### src/logic/dlc_cfg.svh
`ifndef DLC_CFG_SVH
`define DLC_CFG_SVH
// Register byte offsets
`define DLC_OFS_CTRL 8'h00
`define DLC_OFS_STATUS 8'h04
`define DLC_OFS_KEY 8'h08
`define DLC_OFS_COUNT 8'h0C
`define DLC_OFS_ERRCODE 8'h10
`define DLC_OFS_LIMIT 8'h14
`define DLC_OFS_PERIOD 8'h18
`define DLC_OFS_CFG 8'h1C
`define DLC_OFS_IRQ_STAT 8'h20
`define DLC_OFS_IRQ_CLR 8'h24
`define DLC_OFS_IRQ_EN 8'h28
// Control fields
`define DLC_CTRL_REC 0
`define DLC_CTRL_SAVE 1
// Config fields
`define DLC_CFG_TRIG_MODE 0
`define DLC_CFG_CONTINUE 1
`define DLC_CFG_VALID 2
// Status fields
`define DLC_ST_PRESENT 0
`define DLC_ST_SAVING 1
`define DLC_ST_ERROR 2
`define DLC_ST_LIMIT 3
`define DLC_ST_VALID 4
`define DLC_ST_RECORDING 5
// Interrupt event bits
`define DLC_EV_RECORD 0
`define DLC_EV_LIMIT 1
`define DLC_EV_SAVE_DONE 2
`define DLC_EV_ERROR 3
`define DLC_EV_W 4
// Values
`define DLC_SAVE_KEY 16'h5AA5
`define DLC_LIMIT_RST 32'h0000_03E8
`define DLC_PERIOD_RST 16'h0001
// One second at 200 MHz
`define DLC_CLK_HZ 200000000
`define DLC_SEC_TICKS (`DLC_CLK_HZ)
`endif

### src/logic/dlc_pkg.sv
package dlc_pkg;
    typedef enum logic [1:0] {
        DLC_IDLE,
        DLC_SAVE_REQ,
        DLC_SAVE_WAIT
    } dlc_state_type;

    typedef struct packed {
        logic [7:0] adr;
        logic [31:0] dat;
        logic [3:0] sel;
        logic we;
        logic req;
    } dlc_wb_req_type;

    typedef struct packed {
        logic done;
        logic error;
        logic [15:0] code;
    } dlc_card_rsp_type;
endpackage : dlc_pkg

### src/logic/dlc_logger.sv
// Contract
// (RL1) With continue option, recording goes on past the limit, overwriting oldest records.
// (RL2) Parameters-valid flag set only after a valid parameter set is loaded.
// (RL3) Recording runs while record-enable is set; hardware never clears it.
// (RL4) Save-trigger rising edge starts a card save when the key matches.
// (RL5) Any other key value is invalid; no save happens.
// (RL6) Save begins when limit flag is on or count equals configured quantity.
// (RL7) Limit flag on when count reaches quantity or in cyclic recording.
// (RL8) Record counter, 32 bits, increments by one per captured record.
// (RL9) Saving flag held on for the whole card write, off otherwise.
// (RL10) Card-error flag set on failed card operation, cleared when normal.
// (RL11) Last card error code held read-only; meaningful while error flag on.
// (RL12) Card-present flag follows card insertion.
// (RL13) Interrupts blocked during card transfer; program must avoid pending ones.
// (RL14) Samples taken periodically in seconds or on a trigger bit.
// (RL15) With stop option, capture halts at the limit until restarted.
`include "dlc_cfg.svh"
`timescale 1ns/1ps
`default_nettype none
module dlc_logger #(
    parameter int SEC_TICKS = `DLC_SEC_TICKS
) (
    input wire logic clk_i, // System clock
    input wire logic rst_i, // Synchronous reset, active high
    input wire logic wb_cyc_i, // Wishbone cycle
    input wire logic wb_stb_i, // Wishbone strobe
    input wire logic wb_we_i, // Wishbone write enable
    input wire logic [7:0] wb_adr_i, // Wishbone byte address
    input wire logic [3:0] wb_sel_i, // Wishbone byte selects
    input wire logic [31:0] wb_dat_i, // Wishbone write data
    output logic [31:0] wb_dat_o, // Wishbone read data
    output logic wb_ack_o, // Wishbone acknowledge
    input wire logic trig_bit_i, // Sampling trigger bit
    output logic sample_o, // Pulse: capture one record now
    input wire logic card_present_i, // Card inserted
    output logic card_start_o, // Pulse: begin card write
    input wire logic card_done_i, // Pulse: card write finished
    input wire logic card_fail_i, // With done: write failed
    input wire logic [15:0] card_code_i, // Error code with done
    output logic irq_block_o, // High while interrupts must be held off
    output logic irq_o // Level interrupt
);
    dlc_pkg::dlc_wb_req_type bus;
    dlc_pkg::dlc_card_rsp_type card;
    dlc_pkg::dlc_state_type state_reg, state_next;

    logic ack_reg;
    logic [31:0] rdata_reg;
    logic rec_en_reg, save_trig_reg, save_trig_d_reg;
    logic [15:0] key_reg;
    logic [31:0] limit_reg, count_reg;
    logic [15:0] period_reg;
    logic trig_mode_reg, continue_reg, valid_reg;
    logic limit_hit_reg, wrapped_reg;
    logic error_reg;
    logic [15:0] err_code_reg;
    logic trig_d_reg;
    logic [31:0] tick_reg;
    logic [15:0] sec_reg;
    logic [`DLC_EV_W-1:0] irq_stat_reg, irq_en_reg;
    logic count_match_reg;

    function automatic logic [31:0] merge_word(input logic [31:0] old_v,
                                                input logic [31:0] new_v,
                                                input logic [3:0] sel);
        logic [31:0] r;
        r = old_v;
        for (int i = 0; i < 4; i++) begin
            if (sel[i]) begin
                r[i*8 +: 8] = new_v[i*8 +: 8];
            end
        end
        return r;
    endfunction : merge_word

    assign bus = '{adr: wb_adr_i, dat: wb_dat_i, sel: wb_sel_i, we: wb_we_i,
                   req: wb_cyc_i & wb_stb_i & ~ack_reg};
    assign card = '{done: card_done_i, error: card_fail_i, code: card_code_i};

    wire wr = bus.req & bus.we;
    wire rd = bus.req & ~bus.we;
    wire wr_ctrl = wr && bus.adr == `DLC_OFS_CTRL;
    wire wr_key = wr && bus.adr == `DLC_OFS_KEY;
    wire wr_limit = wr && bus.adr == `DLC_OFS_LIMIT;
    wire wr_period = wr && bus.adr == `DLC_OFS_PERIOD;
    wire wr_cfg = wr && bus.adr == `DLC_OFS_CFG;
    wire wr_iclr = wr && bus.adr == `DLC_OFS_IRQ_CLR;
    wire wr_ien = wr && bus.adr == `DLC_OFS_IRQ_EN;
    wire [31:0] ctrl_new = merge_word({30'h0, save_trig_reg, rec_en_reg}, bus.dat, bus.sel);
    wire [31:0] cfg_new = merge_word({29'h0, valid_reg, continue_reg, trig_mode_reg},
                                     bus.dat, bus.sel);

    wire saving = state_reg != dlc_pkg::DLC_IDLE;
    // Stop option freezes capture at the limit; continue keeps going
    wire capture_ok = rec_en_reg & valid_reg & ~saving & (continue_reg | ~limit_hit_reg); // (RL3) (RL15) (RL1)
    wire sec_tick = tick_reg == 32'(SEC_TICKS - 1);
    wire period_due = sec_tick && sec_reg + 16'h1 >= period_reg;
    wire trig_edge = trig_bit_i & ~trig_d_reg;
    wire sample = capture_ok & (trig_mode_reg ? trig_edge : period_due); // (RL14)
    wire at_limit = count_reg + 32'h1 == limit_reg;
    wire key_ok = key_reg == `DLC_SAVE_KEY; // (RL5)
    wire save_edge = save_trig_reg & ~save_trig_d_reg; // (RL4)
    // Limit hit or count match also start a save, but only with a valid key
    wire auto_save = (limit_hit_reg | count_match_reg) & key_ok; // (RL6)
    wire save_go = ~saving & card_present_i & key_ok & (save_edge | auto_save); // (RL4) (RL6)
    wire limit_flag = limit_hit_reg | wrapped_reg; // (RL7)
    // A late done after the card was pulled must not raise a save event
    wire card_end = card.done && state_reg == dlc_pkg::DLC_SAVE_WAIT;
    wire [`DLC_EV_W-1:0] events = {card_end & card.error,
                                   card_end & ~card.error,
                                   sample & at_limit, sample};

    always_comb begin
        state_next = state_reg;
        case (state_reg)
            dlc_pkg::DLC_IDLE: begin
                if (save_go) begin
                    state_next = dlc_pkg::DLC_SAVE_REQ;
                end
            end
            dlc_pkg::DLC_SAVE_REQ: begin
                state_next = dlc_pkg::DLC_SAVE_WAIT;
            end
            dlc_pkg::DLC_SAVE_WAIT: begin
                if (card.done || !card_present_i) begin
                    state_next = dlc_pkg::DLC_IDLE;
                end
            end
            default: begin
                state_next = dlc_pkg::DLC_IDLE;
            end
        endcase
    end

    always_ff @(posedge clk_i) begin
        if (rst_i) begin
            state_reg <= dlc_pkg::DLC_IDLE;
        end else begin
            state_reg <= state_next;
        end
    end

    // Bus slave: one wait state, ack then drop
    always_ff @(posedge clk_i) begin
        if (rst_i) begin
            ack_reg <= 1'b0;
            rdata_reg <= 32'h0;
        end else begin
            ack_reg <= bus.req;
            if (rd) begin
                case (bus.adr)
                    `DLC_OFS_CTRL: rdata_reg <= {30'h0, save_trig_reg, rec_en_reg};
                    `DLC_OFS_STATUS: rdata_reg <= {26'h0, rec_en_reg, valid_reg, limit_flag,
                                                   error_reg, saving, card_present_i}; // (RL12) (RL9) (RL2)
                    `DLC_OFS_KEY: rdata_reg <= {16'h0, key_reg};
                    `DLC_OFS_COUNT: rdata_reg <= count_reg;
                    `DLC_OFS_ERRCODE: rdata_reg <= {16'h0, err_code_reg}; // (RL11)
                    `DLC_OFS_LIMIT: rdata_reg <= limit_reg;
                    `DLC_OFS_PERIOD: rdata_reg <= {16'h0, period_reg};
                    `DLC_OFS_CFG: rdata_reg <= {29'h0, valid_reg, continue_reg, trig_mode_reg};
                    `DLC_OFS_IRQ_STAT: rdata_reg <= {28'h0, irq_stat_reg};
                    `DLC_OFS_IRQ_EN: rdata_reg <= {28'h0, irq_en_reg};
                    default: rdata_reg <= 32'h0;
                endcase
            end
        end
    end

    // Software registers; the record-enable bit is only ever written by software
    always_ff @(posedge clk_i) begin
        if (rst_i) begin
            rec_en_reg <= 1'b0;
            save_trig_reg <= 1'b0;
            save_trig_d_reg <= 1'b0;
            key_reg <= 16'h0;
            limit_reg <= `DLC_LIMIT_RST;
            period_reg <= `DLC_PERIOD_RST;
            trig_mode_reg <= 1'b0;
            continue_reg <= 1'b0;
            valid_reg <= 1'b0;
            irq_en_reg <= '0;
        end else begin
            save_trig_d_reg <= save_trig_reg;
            if (wr_ctrl) begin
                rec_en_reg <= ctrl_new[`DLC_CTRL_REC]; // (RL3)
                save_trig_reg <= ctrl_new[`DLC_CTRL_SAVE];
            end
            if (wr_key) begin
                key_reg <= 16'(merge_word({16'h0, key_reg}, bus.dat, bus.sel));
            end
            if (wr_limit) begin
                limit_reg <= merge_word(limit_reg, bus.dat, bus.sel);
            end
            if (wr_period) begin
                period_reg <= 16'(merge_word({16'h0, period_reg}, bus.dat, bus.sel));
            end
            // Valid only for a nonzero limit and period
            if (wr_cfg) begin
                trig_mode_reg <= cfg_new[`DLC_CFG_TRIG_MODE];
                continue_reg <= cfg_new[`DLC_CFG_CONTINUE];
                valid_reg <= cfg_new[`DLC_CFG_VALID] && limit_reg != 32'h0
                             && period_reg != 16'h0; // (RL2)
            end else if (wr_limit || wr_period) begin
                valid_reg <= 1'b0; // (RL2)
            end
            if (wr_ien) begin
                irq_en_reg <= bus.dat[`DLC_EV_W-1:0];
            end
        end
    end

    // Sampling, counting and limit tracking
    always_ff @(posedge clk_i) begin
        if (rst_i) begin
            trig_d_reg <= 1'b0;
            tick_reg <= 32'h0;
            sec_reg <= 16'h0;
            count_reg <= 32'h0;
            limit_hit_reg <= 1'b0;
            wrapped_reg <= 1'b0;
            count_match_reg <= 1'b0;
        end else begin
            trig_d_reg <= trig_bit_i;
            tick_reg <= sec_tick ? 32'h0 : tick_reg + 32'h1;
            if (period_due || !capture_ok) begin
                sec_reg <= 16'h0;
            end else if (sec_tick) begin
                sec_reg <= sec_reg + 16'h1;
            end
            // A new match in the cycle a save starts is kept, not lost
            if (save_go) begin
                count_match_reg <= 1'b0;
            end
            if (sample) begin
                count_reg <= count_reg + 32'h1; // (RL8)
                if (at_limit) begin
                    limit_hit_reg <= 1'b1; // (RL7)
                    count_match_reg <= 1'b1; // (RL6)
                    wrapped_reg <= continue_reg; // (RL1)
                end
            end
            // Restart: re-enabling recording or reloading parameters rearms the limit
            // A stale match from the last run must not launch a save on the next key write
            if ((wr_ctrl && ctrl_new[`DLC_CTRL_REC] && !rec_en_reg) || wr_cfg) begin
                limit_hit_reg <= 1'b0; // (RL15)
                wrapped_reg <= 1'b0;
                count_match_reg <= 1'b0;
                count_reg <= 32'h0;
            end
        end
    end

    // Card error flag and code
    always_ff @(posedge clk_i) begin
        if (rst_i) begin
            error_reg <= 1'b0;
            err_code_reg <= 16'h0;
        end else if (card.done && state_reg == dlc_pkg::DLC_SAVE_WAIT) begin
            error_reg <= card.error; // (RL10)
            if (card.error) begin
                err_code_reg <= card.code; // (RL11)
            end
        end
    end

    // Sticky interrupt status; a new event wins over a clear in the same cycle
    always_ff @(posedge clk_i) begin
        if (rst_i) begin
            irq_stat_reg <= '0;
        end else begin
            irq_stat_reg <= (irq_stat_reg & ~(wr_iclr ? bus.dat[`DLC_EV_W-1:0] : '0)) | events;
        end
    end

    assign wb_ack_o = ack_reg;
    assign wb_dat_o = rdata_reg;
    assign sample_o = sample;
    assign card_start_o = state_reg == dlc_pkg::DLC_SAVE_REQ;
    // Interrupt delivery held off through the whole card transfer
    assign irq_block_o = saving; // (RL13)
    assign irq_o = |(irq_stat_reg & irq_en_reg) & ~saving; // (RL13)
endmodule : dlc_logger
`default_nettype wire

### config.mk
export PLATFORM = sky130hd
export DESIGN_NAME = dlc_logger
export DESIGN_NICKNAME = d
export VERILOG_FILES = /design/src/logic/dlc_pkg.sv /design/src/logic/dlc_logger.sv
export VERILOG_INCLUDE_DIRS = /design/src /design/src/logic
export SDC_FILE = /design/constraint.sdc
export NUM_CORES = 1
export LEC_CHECK = 0
export BUFFER_PORTS_ARGS = -buffer_cell sky130_fd_sc_hd__buf_4
export CAP_MARGIN = 20
export CORE_MARGIN = 5
export CORE_UTILIZATION = 64
export DETAILED_ROUTE_END_ITERATION = 12
export PLACE_DENSITY_LB_ADDON = 0.12
export RECOVER_POWER = 100
export REMOVE_ABC_BUFFERS = 1
export SKIP_CTS_REPAIR_TIMING = 1
export SLEW_MARGIN = 30
export SYNTH_ARGS = -nofsm -noshare
export SYNTH_HDL_FRONTEND = slang
export SYNTH_SLANG_ARGS = --single-unit
### constraint.sdc
create_clock -name clk_i -period 7.7 [get_ports clk_i]
set_input_delay 1.155 -clock clk_i [delete_from_list [all_inputs] [get_ports clk_i]]
set_output_delay 1.155 -clock clk_i [all_outputs]
set_load 0.02 [all_outputs]
# == Yosys cells after proc, flatten, opt, wreduce, memory -nomap -nowiden ==
# Cells that the tools add are included.
# classes
addsub,3
magnitude_cmp,1
eq_ne,17
mux,13
bitwise,33
reduce_logical,43
# ops
operator,count
$pmux W32 S10,1
$add A32 B1 Y32 const B,2
$eq A32 B28 Y1 const B,1
$eq A32 B32 Y1,1
$eq A8 B5 Y1 const B,4
$reduce_bool A32 Y1,1
$reduce_and A2 Y1,13
$eq A8 B6 Y1 const B,3
$and A1 B1 Y1,18
$add A16 B1 Y16 const B,1
$eq A16 B15 Y1 const B,1
$eq A8 B4 Y1 const B,2
$ge A16 B16 Y1,1
$reduce_bool A16 Y1,1
$logic_and A1 B1 Y1,13
$and A4 B4 Y4,2
$eq A8 B3 Y1 const B,1
$logic_not A8 Y1,1
$mux W1,7
$not A1 Y1,7
$pmux W2 S3,1
$reduce_or A2 Y1,3
$logic_or A1 B1 Y1,4
$mux W2,2
12 further kinds,19
# word_totals
reg_bits,214
inputBits,69

# == Longest topological paths before layout ==
# logic_depth
depth_word,8
mapped_depth,17

# == Least setup slack after synthesis ==
# Ideal clock, no wire load.
# synth_timing
kind,register to output
start,register sec_reg[5]
end,output port sample_o
t_arrival_ps,2987
t_required_ps,6545
path_slack_ps,3558
path_stages_with_launch,14
path_buffers,1
path_cell_list,dfxtp_1 > and3_1 > and3_1 > and2_1 > nand2_1 > or3_1 > xnor2_1 > ha_1 > nand4_1 > nor2_1 > a22o_1 > nor4b_1 > o22ai_2 > buf_6
# synth_via
elab_chain_cells,5
# synth_rtl
element,line_no,source
from (decl),dlc_logger.sv:59,logic [15:0] sec_reg;
from (signal assigned),dlc_logger.sv:228,sec_reg <= sec_reg + 16'h1;
$add A16 B1 Y16,dlc_logger.sv:97,wire period_due = sec_tick && sec_reg + 16'h1 >= period_reg;
$ge A16 B16 Y1,dlc_logger.sv:97,
$logic_and A1 B1 Y1,dlc_logger.sv:97,
$mux W1,dlc_logger.sv:99,wire sample = capture_ok & (trig_mode_reg ? trig_edge : period_due);
$and A1 B1 Y1,dlc_logger.sv:99,
to (decl),dlc_logger.sv:34,"output logic sample_o,"
# No other way between the ends.

# == Worst setup path in the final report ==
# Same ends and word-level chain as after synthesis.

==> reports/results.txt <==
drt first pass iters = 6
worst slack, placed = 3.03 ns
layout cells sized above 1 = 0.0898
Worst-path clk slew = 0.06 ns
most frequent cells in the layout = dfxtp_1 (214), nor2_1 (209), nand2_1 (156), a21oi_1 (109), buf_4 (75)
number of vias per cell = 6.14
Final setup viols = 0
die extent in y = 141 um
Die ar. = 19700 um2
FFs w/ async S/R, synth = 0
failing checks = max-capacitance violations, max-slew violations
via count = 10098
die width = 141 um
adder-cell share of the synthesized area = 0.0218
cts bufs inserted = 23
status = finished, violations left
Post-DRT Antenna Nets = 0
CTS root buffer = clkbuf_16
post-synthesis xor/xnor area fraction = 0.0988
Syn. warnings = 0
port bufs = 105
setup_tns = 0 ns
commonest non-fill, non-tap cell in the layout = dfxtp_1
Synth Flop Type = dfxtp_1
multiplexer area fraction after synthesis = 0.0405
gpl congestion = 0.914
core region area = 16600 um2
max-slew violations = 190
DRC Markers = 0
Synth Register Bits = 214
initial core utilization = 0.655
skew final = 0.0183 ns
largest net degree at the start of global routing = 74
clk sink count = 214
drt total wl = 29900 um
Post-synth EDFFs = 0
antenna diode count = 0
max cap viols = 4
CP Data Arrival Time = 4.98 ns
Final Hold Vio Count = 0
post-synthesis cell type count = 64
Hold/Removal Path Class = register to register
DR WL/cell = 18.2 um
Final Instance Count excl. Fillers = 1645
CTS tree = yes
Slew Limit Headroom = -1.05
final global-route overflow total = 0
Tcrit/Tclk final = 0.796
Tot Pwr = 2.35 mW
crit path kind = register to output pin
CP Capture Type = output pin
Final min period = 6.13 ns
1st-iter DRT viols = 972
fmax = 163 MHz
Mapped Cells = 1349
Worst VDD drop = 0.244 mV
Rows = 47
Post-DP HPWL = 21100 um
clock latency on the worst-skew pair = 0.52 ns
Synth Area in Compound Gates = 0.137
PnR worst setup slack = 1.57 ns
simple-gate share of the synthesized area = 0.267
initial antenna violation count = 0
Post-Syn Area = 10900 um2
first-pass GRT wire length = 48700 um
total power divided by cell area = 190 nW/um2
IO Pins = 106
Area Growth Syn to Fin = 13.3%
Layout fillers = 1390
crit path max fanout = 35
clk buf depth = 3
RSZ-0062 raised after global routing = false
CP Launch Type = register
gr usage total = 0.294
Avg Cell Area, Syn = 8.08 um2
P_leak = 4.53 nW
worst-margin pin slew = 3.08 ns
vias in the first global route = 9648
register area share after synthesis = 0.393
CP required = 6.55 ns
largest family of logic cells by synthesized area = simple AND/OR/NAND/NOR gates
Placed Cells = 1604
CTS H-tree depth = 1
Layout Nets = 1497
[worst paths after layout]
| kind | startpoint | to | slack [ns] | cells past startpoint |
|---|---|---|---|---|
| worst min-delay path | err_code_reg[11] | err_code_reg[11] | 0.46 | 2 |
| worst max register to register | sec_reg[5] | irq_stat_reg[1] | 2.75 | 16 |
| worst min register to register | err_code_reg[11] | err_code_reg[11] | 0.46 | 2 |
| worst max-delay path | sec_reg[5] | sample_o | 1.57 | 14 |
[critical path, cell delays in order, from the launching register on]
cell and delay, ns:
dfxtp_1 0.43, and3_1 0.25, and3_1 0.20, and2_0 0.21, nand2_1 0.10, or3_1 0.43
xnor2_1 0.15, ha_1 0.29, nand4_1 0.11, nor2_1 0.18, o311ai_0 0.15, nor4b_1 0.19
o22ai_2 0.11, clkbuf_1 1.34, buf_4 0.34
[final cells by class]
type	instances	area, um2	share of cell area
clock buffer	32	659	0.0534
timing repair buffer	115	713	0.0577
tap	220	275	0.0223
clock inverter	9	151	0.0123
sequential	214	4280	0.347
multi-input combinational	1025	6160	0.499
inverter	30	113	0.00911
[layer usage]
layer	up-vias	wire (um)	track usage
met4	0	906	0.0984
met1	4766	12300	0.380
met2	416	14500	0.494
met3	70	2240	0.0556
met5	-	0	0
li1	4846	-	-
[metrics by stage]
step / hold WS [ns] / utilization / instance area (um2)
2_1_floorplan: 0.426 / - / 10600
3_3_place_gp: 0.441 / 0.703 / 11700
3_5_place_dp: 0.448 / 0.703 / 11700
4_1_cts: 0.456 / 0.752 / 12500
5_1_grt: 0.477 / 0.743 / 12400
6_report: 0.455 / 0.743 / 12400
[synthesized netlist by cell type (3+ instances only)]
master / n / area [um2]
a21oi_1: 109 / 546
a22oi_1: 36 / 270
a22o_1: 7 / 61.3
clkbuf_1: 60 / 225
a31oi_1: 9 / 56.3
buf_4: 4 / 30.0
nor4_1: 23 / 144
inv_1: 30 / 113
nand4_1: 32 / 200
xor2_1: 66 / 578
a21o_1: 6 / 45.0
and4_1: 14 / 123
nor3_1: 14 / 70.1
buf_6: 3 / 33.8
o21ai_0: 19 / 95.1
or4_1: 4 / 30.0
dfxtp_1: 214 / 4280
buf_2: 10 / 50.1
nand2b_1: 12 / 75.1
nor2b_1: 8 / 50.1
a211oi_1: 4 / 30.0
nand3_1: 61 / 305
and3_1: 17 / 106
and2_1: 8 / 50.1
a222oi_1: 11 / 110
a221oi_1: 6 / 52.6
buf_1: 3 / 11.3
nand3b_1: 14 / 105
nor2_1: 211 / 792
o2111ai_1: 4 / 35.0
mux2i_1: 43 / 430
nand2_1: 156 / 586
or3_1: 13 / 81.3
ha_1: 19 / 238
nor4b_1: 3 / 26.3
xnor2_1: 57 / 499
[logic make-up after synthesis]
kind of cell / Yosys count
AO/OA/AOI/OAI: 233
XOR/XNOR: 123
multiplexers: 44
buffers and inverters: 110
AND/OR/NAND/NOR: 606
adder cells (fa/ha/maj): 19
flip-flops: 214
[where the power goes]
part | switching, mW | internal [mW] | total (mW)
Clock | 0.441 | 0.731 | 1.17
Combinational | 0.0405 | 0.0281 | 0.0687
Sequential | 0.00141 | 1.11 | 1.11
Total | 0.483 | 1.87 | 2.35
Power figures use the tool's default switching activity.
